[config.mk]
export PLATFORM = sky130hd
export DESIGN_NAME = rsb_bank
export DESIGN_NICKNAME = d
export VERILOG_FILES = /design/src/inc/rsb_pkg.sv /design/src/rsb_sync.sv /design/src/rsb_bank.sv
export SDC_FILE = /design/constraint.sdc
export NUM_CORES = 1
export LEC_CHECK = 0
export ABC_AREA = 1
export ABC_CLOCK_PERIOD_IN_PS = 1300
export BUFFER_PORTS_ARGS = -buffer_cell sky130_fd_sc_hd__buf_2
export CORE_MARGIN = 2
export CORE_UTILIZATION = 38
export CTS_CLUSTER_SIZE = 12
export DETAILED_ROUTE_END_ITERATION = 16
export PLACE_DENSITY_LB_ADDON = 0.05
export SETUP_SLACK_MARGIN = 0.05
export SYNTH_ARGS = -nofsm -noshare
export SYNTH_HDL_FRONTEND = slang
export SYNTH_SLANG_ARGS = --single-unit
[constraint.sdc]
create_clock -name clk_i -period 1.3 [get_ports clk_i]
set_clock_uncertainty 0.15 [all_clocks]
set_input_delay 0 -clock clk_i [delete_from_list [all_inputs] [get_ports clk_i]]
set_output_delay 0 -clock clk_i [all_outputs]
set_load 0.01 [all_outputs]
[src/inc/rsb_pkg.sv]
// Purpose: Shared constants of the radio status readback bank
// Assumes: 32-bit classic Wishbone, one register per aligned word
// Notes:   Byte address of a register is four times its index
package rsb_pkg;

	localparam int unsigned DATA_W      = 32;
	localparam int unsigned IDX_W       = 10;
	localparam int unsigned CLK_NS      = 100;
	// Answer comes one edge after the request is seen
	localparam int unsigned ACK_NS      = 100;
	localparam int unsigned ACK_CYCLES  = (ACK_NS + CLK_NS - 1) / CLK_NS;

	// Register indices
	localparam logic [9:0] IDX_STRENGTH   = 10'h042;
	localparam logic [9:0] IDX_AVG_OFFS   = 10'h043;
	localparam logic [9:0] IDX_INST_OFFS  = 10'h044;
	localparam logic [9:0] IDX_SYNTH_CAL  = 10'h045;
	localparam logic [9:0] IDX_VERS_TUNE  = 10'h046;
	localparam logic [9:0] IDX_OSC_CAL    = 10'h047;
	localparam logic [9:0] IDX_CONV_SAMP  = 10'h048;
	localparam logic [9:0] IDX_FILT_I     = 10'h049;
	localparam logic [9:0] IDX_FILT_Q     = 10'h04a;
	localparam logic [9:0] IDX_GAIN_OFFS  = 10'h04b;
	localparam logic [9:0] IDX_CTRL       = 10'h04c;

	// Field positions (low bit of each field)
	localparam int unsigned STRENGTH_LO   = 0;
	localparam int unsigned CAL_DAC_LO    = 4;
	localparam int unsigned CHP_LO        = 0;
	localparam int unsigned VERSION_LO    = 5;
	localparam int unsigned TUNE_LO       = 0;
	localparam int unsigned FCOMP_BIT     = 7;
	localparam int unsigned CUR_CMP_BIT   = 6;
	localparam int unsigned OSC_CAL_LO    = 0;
	localparam int unsigned MIX_LO        = 6;
	localparam int unsigned CONV_I_LO     = 3;
	localparam int unsigned CONV_Q_LO     = 0;
	localparam int unsigned GAIN_OFFS_LO  = 0;
	localparam int unsigned CTRL_TEST_BIT = 0;

	// Reset values
	localparam logic       CTRL_TEST_RST  = 1'b1;
	localparam logic [7:0] WORD_ZERO      = 8'h00;

endpackage : rsb_pkg

[src/rsb_sync.sv]
// Purpose: Two-flop synchroniser for levels from outside the clock
// Assumes: Inputs are slow levels; no bus coherence across bits
// Notes:   First stage is read only by the second stage
module rsb_sync #(
	parameter int unsigned WIDTH = 1
) (
	input  wire logic             clk_i,
	input  wire logic             rst_i,
	input  wire logic [WIDTH-1:0] async_i,
	output logic      [WIDTH-1:0] sync_o
);

	logic [WIDTH-1:0] stage1;

	always_ff @(posedge clk_i) begin
		if (rst_i) begin
			stage1 <= '0;
			sync_o <= '0;
		end else begin
			stage1 <= async_i;
			sync_o <= stage1;
		end
	end

endmodule // rsb_sync

[src/rsb_bank.sv]
// Purpose: Status and readback bank on classic Wishbone; only the control word is writable
// Assumes: Readback sources run on clk_i except the two comparators
// Notes:   Comparator bits are synchronised, so they read two cycles old
//          Unmapped addresses answer with err_o instead of ack_o
//
// The Wishbone register port was decided locally.

// How it works
// - Unused strength and gain-offset bits read zero
// - Strength is 7-bit, 1.5 dB per count
// - Averaged deviation word is signed decision level
// - Average offset equals rate times value over 16
// - Instantaneous offset word is signed 8-bit
// - Instant offset equals rate times value over 8
// - Word 45h: calibration converter, charge pump level
// - Word 46h upper three bits: silicon version
// - Word 46h low bits: applied tuning array
// - Word 47h bit 7: frequency comparator, synchronised
// - Word 47h bit 6: reference above core current
// - Word 47h low bits: applied calibration current
// - Word 48h: mixer, in-phase, quadrature converter samples
// - Words 49h, 4Ah: upper filter I and Q
// - Word 4Bh low bits: configured minus applied gain
module rsb_bank #(
	parameter int unsigned ADR_W     = 12,
	parameter int unsigned FILTER_W  = 12,
	// Arbitrary neutral version code
	parameter logic [2:0]  SILICON_VERSION = 3'h3
) (
	input  wire logic                clk_i,
	input  wire logic                rst_i,
	// Wishbone classic slave
	input  wire logic                cyc_i,
	input  wire logic                stb_i,
	input  wire logic                we_i,
	input  wire logic [ADR_W-1:0]    adr_i,
	input  wire logic [3:0]          sel_i,
	input  wire logic [31:0]         dat_i,
	output logic      [31:0]         dat_o,
	output logic                     ack_o,
	output logic                     err_o,
	// Receive path readback, on clk_i
	input  wire logic [6:0]          rx_strength_level_i,
	input  wire logic [7:0]          avg_offset_value_i,
	input  wire logic [7:0]          instant_offset_value_i,
	// Synthesizer readback, on clk_i
	input  wire logic [3:0]          cal_dac_level_i,
	input  wire logic [3:0]          charge_pump_level_i,
	input  wire logic [4:0]          osc_tuning_array_i,
	input  wire logic [5:0]          osc_cal_level_i,
	// Analog comparators, asynchronous
	input  wire logic                freq_compare_i,
	input  wire logic                osc_current_compare_i,
	// Converter and filter samples, on clk_i
	input  wire logic [1:0]          mixer_sample_i,
	input  wire logic [2:0]          conv_inphase_i,
	input  wire logic [2:0]          conv_quad_i,
	input  wire logic [FILTER_W-1:0] filter_inphase_i,
	input  wire logic [FILTER_W-1:0] filter_quad_i,
	input  wire logic [4:0]          gain_offset_i,
	// Control state
	output logic                     test_enable_o
);

	logic [9:0] idx;
	logic       req;
	logic       test_enable;
	logic [1:0] cmp_sync;
	logic [7:0] next_rdata;

	assign idx           = adr_i[11:2];
	assign req           = cyc_i & stb_i & ~ack_o & ~err_o;
	assign test_enable_o = test_enable;

	function automatic logic is_mapped(input logic [9:0] i);
		is_mapped = (i >= rsb_pkg::IDX_STRENGTH) &&
			(i <= rsb_pkg::IDX_CTRL);
	endfunction

	function automatic logic is_test(input logic [9:0] i);
		is_test = (i >= rsb_pkg::IDX_SYNTH_CAL) &&
			(i <= rsb_pkg::IDX_GAIN_OFFS);
	endfunction

	// Comparators come straight from analog, so they are synchronised
	rsb_sync #(
		.WIDTH (2)
	) u_cmp_sync (
		.clk_i   (clk_i),
		.rst_i   (rst_i),
		.async_i ({freq_compare_i, osc_current_compare_i}),
		.sync_o  (cmp_sync)
	);

	// Read word selection; values are sampled live at the request
	always_comb begin
		next_rdata = rsb_pkg::WORD_ZERO;
		unique case (idx)
			rsb_pkg::IDX_STRENGTH: begin
				next_rdata[6:0] = rx_strength_level_i;
			end
			rsb_pkg::IDX_AVG_OFFS: begin
				next_rdata = avg_offset_value_i;
			end
			rsb_pkg::IDX_INST_OFFS: begin
				next_rdata = instant_offset_value_i;
			end
			rsb_pkg::IDX_SYNTH_CAL: begin
				next_rdata[7:4] = cal_dac_level_i;
				next_rdata[3:0] = charge_pump_level_i;
			end
			rsb_pkg::IDX_VERS_TUNE: begin
				next_rdata[7:5] = SILICON_VERSION;
				next_rdata[4:0] = osc_tuning_array_i;
			end
			rsb_pkg::IDX_OSC_CAL: begin
				next_rdata[7]   = cmp_sync[1];
				next_rdata[6]   = cmp_sync[0];
				next_rdata[5:0] = osc_cal_level_i;
			end
			rsb_pkg::IDX_CONV_SAMP: begin
				next_rdata[7:6] = mixer_sample_i;
				next_rdata[5:3] = conv_inphase_i;
				next_rdata[2:0] = conv_quad_i;
			end
			rsb_pkg::IDX_FILT_I: begin
				next_rdata = filter_inphase_i[FILTER_W-1 -: 8];
			end
			rsb_pkg::IDX_FILT_Q: begin
				next_rdata = filter_quad_i[FILTER_W-1 -: 8];
			end
			rsb_pkg::IDX_GAIN_OFFS: begin
				next_rdata[4:0] = gain_offset_i;
			end
			rsb_pkg::IDX_CTRL: begin
				next_rdata[rsb_pkg::CTRL_TEST_BIT] = test_enable;
			end
			default: begin
				next_rdata = rsb_pkg::WORD_ZERO;
			end
		endcase
		// Test words can be hidden so normal code never leans on them
		if (is_test(idx) && !test_enable) begin
			next_rdata = rsb_pkg::WORD_ZERO;
		end
	end

	// Bus answer: one cycle after the request, dropped the cycle after
	always_ff @(posedge clk_i) begin
		if (rst_i) begin
			ack_o <= 1'b0;
			err_o <= 1'b0;
		end else begin
			ack_o <= req & is_mapped(idx);
			err_o <= req & ~is_mapped(idx);
		end
	end

	// Read data, no side effect on any source
	always_ff @(posedge clk_i) begin
		if (rst_i) begin
			dat_o <= '0;
		end else if (req && !we_i) begin
			dat_o <= {24'h000000, next_rdata};
		end
	end

	// Only the control word stores a write; readback words ignore it
	always_ff @(posedge clk_i) begin
		if (rst_i) begin
			test_enable <= rsb_pkg::CTRL_TEST_RST;
		end else if (req && we_i && sel_i[0] &&
			idx == rsb_pkg::IDX_CTRL) begin
			test_enable <= dat_i[rsb_pkg::CTRL_TEST_BIT];
		end
	end

	// Checks

	a_strength_read: assert property (
		@(posedge clk_i) disable iff (rst_i)
		(req && !we_i && idx == rsb_pkg::IDX_STRENGTH)
		|=> ack_o && dat_o[6:0] == $past(rx_strength_level_i)
	) else $error("strength readback mismatch");

	a_unused_zero: assert property (
		@(posedge clk_i) disable iff (rst_i)
		(req && !we_i && (idx == rsb_pkg::IDX_STRENGTH ||
			idx == rsb_pkg::IDX_GAIN_OFFS))
		|=> dat_o[31:7] == '0 && (dat_o[6:5] == 2'b00 ||
			$past(idx) == rsb_pkg::IDX_STRENGTH)
	) else $error("unused bits not zero");

	a_avg_offset: assert property (
		@(posedge clk_i) disable iff (rst_i)
		(req && !we_i && idx == rsb_pkg::IDX_AVG_OFFS)
		|=> ack_o && $signed(dat_o[7:0]) ==
			$signed($past(avg_offset_value_i))
	) else $error("averaged offset mismatch");

	a_inst_offset: assert property (
		@(posedge clk_i) disable iff (rst_i)
		(req && !we_i && idx == rsb_pkg::IDX_INST_OFFS)
		|=> ack_o && dat_o[7:0] == $past(instant_offset_value_i)
	) else $error("instant offset mismatch");

	a_synth_cal: assert property (
		@(posedge clk_i) disable iff (rst_i)
		(req && !we_i && test_enable && idx == rsb_pkg::IDX_SYNTH_CAL)
		|=> dat_o[7:4] == $past(cal_dac_level_i) &&
			dat_o[3:0] == $past(charge_pump_level_i)
	) else $error("calibration word mismatch");

	a_version_tune: assert property (
		@(posedge clk_i) disable iff (rst_i)
		(req && !we_i && test_enable && idx == rsb_pkg::IDX_VERS_TUNE)
		|=> dat_o[7:5] == SILICON_VERSION &&
			dat_o[4:0] == $past(osc_tuning_array_i)
	) else $error("version word mismatch");

	a_freq_comp: assert property (
		@(posedge clk_i) disable iff (rst_i)
		(req && !we_i && test_enable && idx == rsb_pkg::IDX_OSC_CAL)
		|=> dat_o[7] == $past(freq_compare_i, 3) &&
			dat_o[6] == $past(osc_current_compare_i, 3)
	) else $error("comparator bits stale or wrong");

	a_osc_cal: assert property (
		@(posedge clk_i) disable iff (rst_i)
		(req && !we_i && test_enable && idx == rsb_pkg::IDX_OSC_CAL)
		|=> dat_o[5:0] == $past(osc_cal_level_i)
	) else $error("calibration current mismatch");

	a_conv_sample: assert property (
		@(posedge clk_i) disable iff (rst_i)
		(req && !we_i && test_enable && idx == rsb_pkg::IDX_CONV_SAMP)
		|=> dat_o[7:0] == $past({mixer_sample_i, conv_inphase_i,
			conv_quad_i})
	) else $error("converter sample mismatch");

	a_filter_upper: assert property (
		@(posedge clk_i) disable iff (rst_i)
		(req && !we_i && test_enable && idx == rsb_pkg::IDX_FILT_Q)
		|=> dat_o[7:0] == $past(filter_quad_i[FILTER_W-1 -: 8])
	) else $error("filter upper bits mismatch");

	a_gain_offset: assert property (
		@(posedge clk_i) disable iff (rst_i)
		(req && !we_i && test_enable && idx == rsb_pkg::IDX_GAIN_OFFS)
		|=> dat_o[4:0] == $past(gain_offset_i)
	) else $error("gain offset mismatch");

	a_write_ignored: assert property (
		@(posedge clk_i) disable iff (rst_i)
		(req && we_i && idx != rsb_pkg::IDX_CTRL)
		|=> $stable(test_enable) && $stable(dat_o) && ack_o == is_mapped(
			$past(idx))
	) else $error("write to readback word had effect");

	a_ack_single: assert property (
		@(posedge clk_i) disable iff (rst_i)
		ack_o |=> !ack_o ##1 (!ack_o || $past(req))
	) else $error("ack held longer than one cycle");

	a_tune_array: assert property (
		@(posedge clk_i) disable iff (rst_i)
		(req && !we_i && test_enable && idx == rsb_pkg::IDX_VERS_TUNE)
		|=> ack_o && dat_o[4:0] == $past(osc_tuning_array_i)
	) else $error("tuning array readback mismatch");

	a_cur_compare: assert property (
		@(posedge clk_i) disable iff (rst_i)
		(req && !we_i && test_enable && idx == rsb_pkg::IDX_OSC_CAL)
		|=> ack_o && dat_o[6] == $past(osc_current_compare_i, 3)
	) else $error("current comparator bit mismatch");

	// Comparator path is two flops deep, no more and no less
	a_cmp_sync_depth: assert property (
		@(posedge clk_i) disable iff (rst_i)
		!$past(rst_i) && !$past(rst_i, 2) |->
		cmp_sync == $past({freq_compare_i, osc_current_compare_i}, 2)
	) else $error("comparator synchroniser depth wrong");

	a_filter_inphase: assert property (
		@(posedge clk_i) disable iff (rst_i)
		(req && !we_i && test_enable && idx == rsb_pkg::IDX_FILT_I)
		|=> dat_o[7:0] == $past(filter_inphase_i[FILTER_W-1 -: 8])
	) else $error("filter in-phase upper bits mismatch");

	// Hidden test words must not leak while access is switched off
	a_test_hidden: assert property (
		@(posedge clk_i) disable iff (rst_i)
		(req && !we_i && !test_enable && is_test(idx))
		|=> ack_o && dat_o == '0
	) else $error("test word visible while hidden");

	a_ctrl_write: assert property (
		@(posedge clk_i) disable iff (rst_i)
		(req && we_i && sel_i[0] && idx == rsb_pkg::IDX_CTRL)
		|=> ack_o && test_enable == $past(dat_i[rsb_pkg::CTRL_TEST_BIT])
	) else $error("control write not stored");

	a_ctrl_read: assert property (
		@(posedge clk_i) disable iff (rst_i)
		(req && !we_i && idx == rsb_pkg::IDX_CTRL)
		|=> dat_o == {31'h0, $past(test_enable)}
	) else $error("control readback mismatch");

	// Reset leaves the bus idle and the test words visible
	a_reset_state: assert property (
		@(posedge clk_i)
		rst_i |=> !ack_o && !err_o && dat_o == '0 &&
			test_enable == rsb_pkg::CTRL_TEST_RST
	) else $error("state after reset wrong");

	a_err_unmapped: assert property (
		@(posedge clk_i) disable iff (rst_i)
		(req && !is_mapped(idx))
		|=> err_o && !ack_o && (dat_o == '0 || $past(we_i))
	) else $error("unmapped access not refused");

	a_answer_once: assert property (
		@(posedge clk_i) disable iff (rst_i)
		(req && is_mapped(idx)) |=> ack_o && !err_o
	) else $error("mapped access not acknowledged");

	a_no_spurious: assert property (
		@(posedge clk_i) disable iff (rst_i)
		!req |=> !ack_o && !err_o
	) else $error("answer without request");

	// Only a taken read may move the read data
	a_read_hold: assert property (
		@(posedge clk_i) disable iff (rst_i)
		!(req && !we_i) |=> $stable(dat_o)
	) else $error("read data moved without a read");

	a_upper_zero: assert property (
		@(posedge clk_i) disable iff (rst_i)
		dat_o[31:8] == '0
	) else $error("read data upper bits not zero");

	a_answer_excl: assert property (
		@(posedge clk_i) disable iff (rst_i)
		!(ack_o && err_o)
	) else $error("ack and err together");

endmodule // rsb_bank

# ---- After elaboration in Yosys (flattened, before gate mapping)
# Cells that the tools add are included.
dict set report classes {
  n_lt_le_gt_ge 4
  eq_ne 11
  n_mux 5
  bitwise_logic 8
  reduce_logical 9
}
# op count
set op_table {}
lappend op_table {{10-bit by 7-bit equality test with 1-bit output (second input constant)} 11}
lappend op_table {{4-bit case mux with 10 select lines} 1}
lappend op_table {{10-bit by 7-bit greater-or-equal comparator with 1-bit output (second input constant)} 2}
lappend op_table {{10-bit by 7-bit less-or-equal comparator with 1-bit output (second input constant)} 2}
lappend op_table {{2-bit case mux with 9 select lines} 1}
lappend op_table {{1-bit case mux with 11 select lines} 1}
lappend op_table {{8-bit 2-to-1 mux} 1}
lappend op_table {{1-bit logical AND} 7}
lappend op_table {{1-bit case mux with 7 select lines} 1}
lappend op_table {{1-bit bitwise AND} 5}
lappend op_table {{1-bit NOT} 3}
lappend op_table {{1-bit zero test} 2}
dict set report word_totals {
  regBits 15
  output_inout_bits 35
  wordCells 43
}

# ---- Longest topological paths before layout
dict set report logic_depth {
  word_depth 6
  ltp_mapped 11
}

# ---- Hierarchy
# From an unflattened synthesis, not the netlist that was laid out.
dict set report unflattened {
  hier_cells 316
  hier_area_um2 1831.8
}
# mod n_inst cells_per_inst area_per_inst_um2
set by_module_without_submodules {}
lappend by_module_without_submodules {rsb_bank 1 304 1721.7}
lappend by_module_without_submodules {rsb_sync 1 12 110.1}

# ---- Least setup slack after synthesis
# OpenSTA, ideal clock, no wires.
dict set report synth_path {
  kind {reg2reg}
  startpoint {register ack_o}
  endpoint {register dat_o[1]}
  setup_time_ns 0.069
  t_arrival_ns 1.028
  path_slack_ns 0.052
  path_stages_with_launch 8
  path_buffers 0
  path_cell_list {dfxtp_1 > nor2_1 > nand3_1 > nor2_1 > nand2_2 > nor2_4 > nand2_1 > a21oi_2}
}
dict set report synth_between {
  elab_chain_cells 4
}
# item line_no
set synth_lines {}
lappend synth_lines {{start, declared} rsb_bank.sv:40} ;# output logic ack_o,
lappend synth_lines {{start signal, assigned} rsb_bank.sv:154} ;# ack_o <= req & is_mapped(idx);
lappend synth_lines {{1-bit NOT} rsb_bank.sv:72} ;# assign req = cyc_i & stb_i & ~ack_o & ~err_o;
lappend synth_lines {{1-bit bitwise AND (2 in a row)} rsb_bank.sv:72}
lappend synth_lines {{1-bit logical AND} rsb_bank.sv:163} ;# end else if (req && !we_i) begin
lappend synth_lines {{end signal, assigned} rsb_bank.sv:164} ;# dat_o <= {24'h000000, next_rdata};
lappend synth_lines {{end, declared} rsb_bank.sv:39} ;# output logic [31:0] dat_o,
# No other way between the ends.
# A chain may end at the register's enable or synchronous reset.

# ---- Worst setup path in the final report
dict set report layout_path {
  startpoint {register ack_o}
  endpoint {register dat_o[3]}
}
# The elaborated chain is that of the path after synthesis.

==> metrics <==
Critical Path Source=ack_o$_SDFF_PP0_; RSZ-0062 raised after global routing=yes; failing checks=setup timing; Leakage Power=1.580 nW; count of port buffers added during placement=100; M1 WL=2.689 mm; Die H=74.61 um; VDD IR-drop max=0.5170 mV; commonest non-fill, non-tap cells in the layout=buf_2, nand2_1, nand3_1, nor2_1; largest net degree at the start of global routing=26; crit-path max FO=4; synth warn=0; total track usage=22.70%; commonest non-fill, non-tap cell in the layout=buf_2; DRC=0; hold path startpoint=cyc_i; routed wl met3=445 um; pwr/cell area=457.2 nW/um2; die width=74.61 um; Max Cap Violations=0; Syn-to-layout area delta=47.23%; Worst Setup EP=dat_o[3]$_SDFFE_PP0P_; Multi-input gate area=1309 um2; register area=301.5 um2; Slew Limit Fails=0; mapped cell area=1894 um2; Final Core Density=58.66%; vias in the first global route=2241; fill count=505; DR top layer=met4; post-route clock period utilization=102.3%; pre-CTS setup slack=-171.7 ps; reg2reg path depth=7; total gr overflow=0; Setup CP Type=register to register; fmax=752.0 MHz; reg2reg setup slack=-30 ps; RR Startpoint=ack_o$_SDFF_PP0_; Worst Path Required=1330 ps; CTS sink count=15; initial antenna violation count=0; WL met2=2.994 mm; CTS Buffer Depth=2; Total Die Area=5566 um2; TritonCTS clock tree=yes; flops & latches, synth=15; DRT iter0 DRCs=190; share of cells above drive strength 1=40.62%; detailed-router iteration count before antenna repair=4; Worst setup SP type=register; num ports=169; Clk Latency, worst-skew pair=240 ps; HPWL after DPL=5.198 mm; Root Buffer=clkbuf_8; core area=4755 um2; status=finished with violations; Starting Density=39.84%; Rows=25; Worst setup EP type=register; routed via count=2434; antenna diode count=0; Worst-path clk slew=60 ps; Post-Route WL=6.213 mm; post-route setup slack=-29.81 ps; Worst Hold Class=input pin to register; gpl congestion=0.8844; # H-tree levels=1; syn avg cell area=5.995 um2; Finish-stage setup viols=7; WP data arrival=1360 ps; Tot Pwr=1.275 mW; RR Endpoint=dat_o[3]$_SDFFE_PP0P_; vias per cell=4.681; synthesized instance count=316; Post-DRT Antenna Nets=0; first-pass GRT wire length=9.804 mm; Avg WL per Cell=11.95 um; synth unique cells=26; Seq/Total Area, Yosys=15.85%; minimum clock period=1330 ps; final hold vios=0; Post-layout nets=588; Inserted Clock Buffers=3
-- critical path, cell delays in order (launching register included) --
cell and delay (ps):
dfxtp_2 320, nor2_2 110, nand3_2 110, nor2_4 160, nand2_4 90, nor2_4 120, nand2_1 80, a21oi_2 120
-- flip-flops by register name, summed over array words and instances, names as in the netlist --
register,cells
dat_o,8
u_cmp_sync.stage1,2
err_o,1
test_enable_o,1
u_cmp_sync.sync_o,2
ack_o,1
-- synthesized netlist by cell type --
cell type	count	area, um2
a21oi_1	8	40.04
a21oi_2	5	43.79
buf_1	1	3.750
buf_2	2	10.01
buf_4	27	202.7
buf_6	4	45.04
clkinv_1	1	3.750
conb_1	1	3.750
dfxtp_1	15	300.3
inv_1	35	131.4
inv_2	2	7.510
inv_4	1	6.260
nand2_1	69	259.0
nand2_2	4	25.02
nand3_1	45	225.2
nand3_2	7	70.07
nand3_4	1	17.52
nand4_1	24	150.1
nor2_1	40	150.1
nor2_2	4	25.02
nor2_4	6	67.56
nor2_8	2	40.04
o21a_1	2	15.01
o21ai_0	7	35.03
o21ai_1	2	10.01
or2_2	1	6.260
-- worst min path at each step --
| stage | end | slack (ps) | cells after the start |
|---|---|---|---|
| floorplan | dat_o[4]$_SDFFE_PP0P_ | -80 | 1 |
| finish | ack_o$_SDFF_PP0_ | 2 | 4 |
| global placement | u_cmp_sync.stage1[1]$_SDFF_PP0_ | 50 | 3 |
| detailed placement | u_cmp_sync.stage1[1]$_SDFF_PP0_ | 60 | 3 |
| global route | ack_o$_SDFF_PP0_ | 10 | 4 |
| CTS | err_o$_SDFF_PP0_ | 30 | 4 |
-- cell type report --
| type | instances | area share, % |
|---|---|---|
| multi-input combinational | 251 | 46.93 |
| sequential | 15 | 10.81 |
| inverter | 39 | 5.428 |
| timing repair buffer | 144 | 32.21 |
| tap | 67 | 3.006 |
| clock buffer | 4 | 1.615 |
-- logic make-up (layout without fill, tap and decap cells) --
| logic type | count (synthesis) | count (layout) | synth area share (%) |
|---|---|---|---|
| AO/OA/AOI/OAI | 24 | 24 | 7.595 |
| other | 1 | 24 | 0.1980 |
| AND/OR/NAND/NOR | 203 | 203 | 54.69 |
| flip-flops | 15 | 15 | 15.85 |
| buffers and inverters | 73 | 187 | 21.66 |
-- report_power, final --
part / internal [mW] / switching [mW] / leakage [nW]
logic: 0.207 / 0.232 / 1.43
registers: 0.467 / 0.00262 / 0.122
clock network: 0.217 / 0.150 / 0.0228
-- per-stage QoR --
step	hold slack, ps	instances	area, um2	setup TNS (ps)
CTS	34.45	517	2726	-174.4
floorplan	-80.93	339	1981	0
global placement	51.42	506	2609	-1113
detailed placement	57.93	506	2609	-1236
global route	10.91	520	2789	-1142
finish	2.245	520	2789	-121.0
-- repair_timing --
item | 4_1_cts | 5_1_grt
setup buffers | 0 | 3
pin swaps | 1 | 7
endpoints found under the setup margin | 8 | 9
gates resized for setup | 1 | 15
endpoints found under the hold margin | 12 | 0
hold buffers | 7 | 0
-- metal layers --
layer / global-route usage [%] / up-vias
li1: - / 1255
met1: 29.48 / 1075
met2: 40.51 / 98
met3: 2.846 / 6
met4: 4.167 / 0
met5: 0 / -
Power figures use the tool's default switching activity.
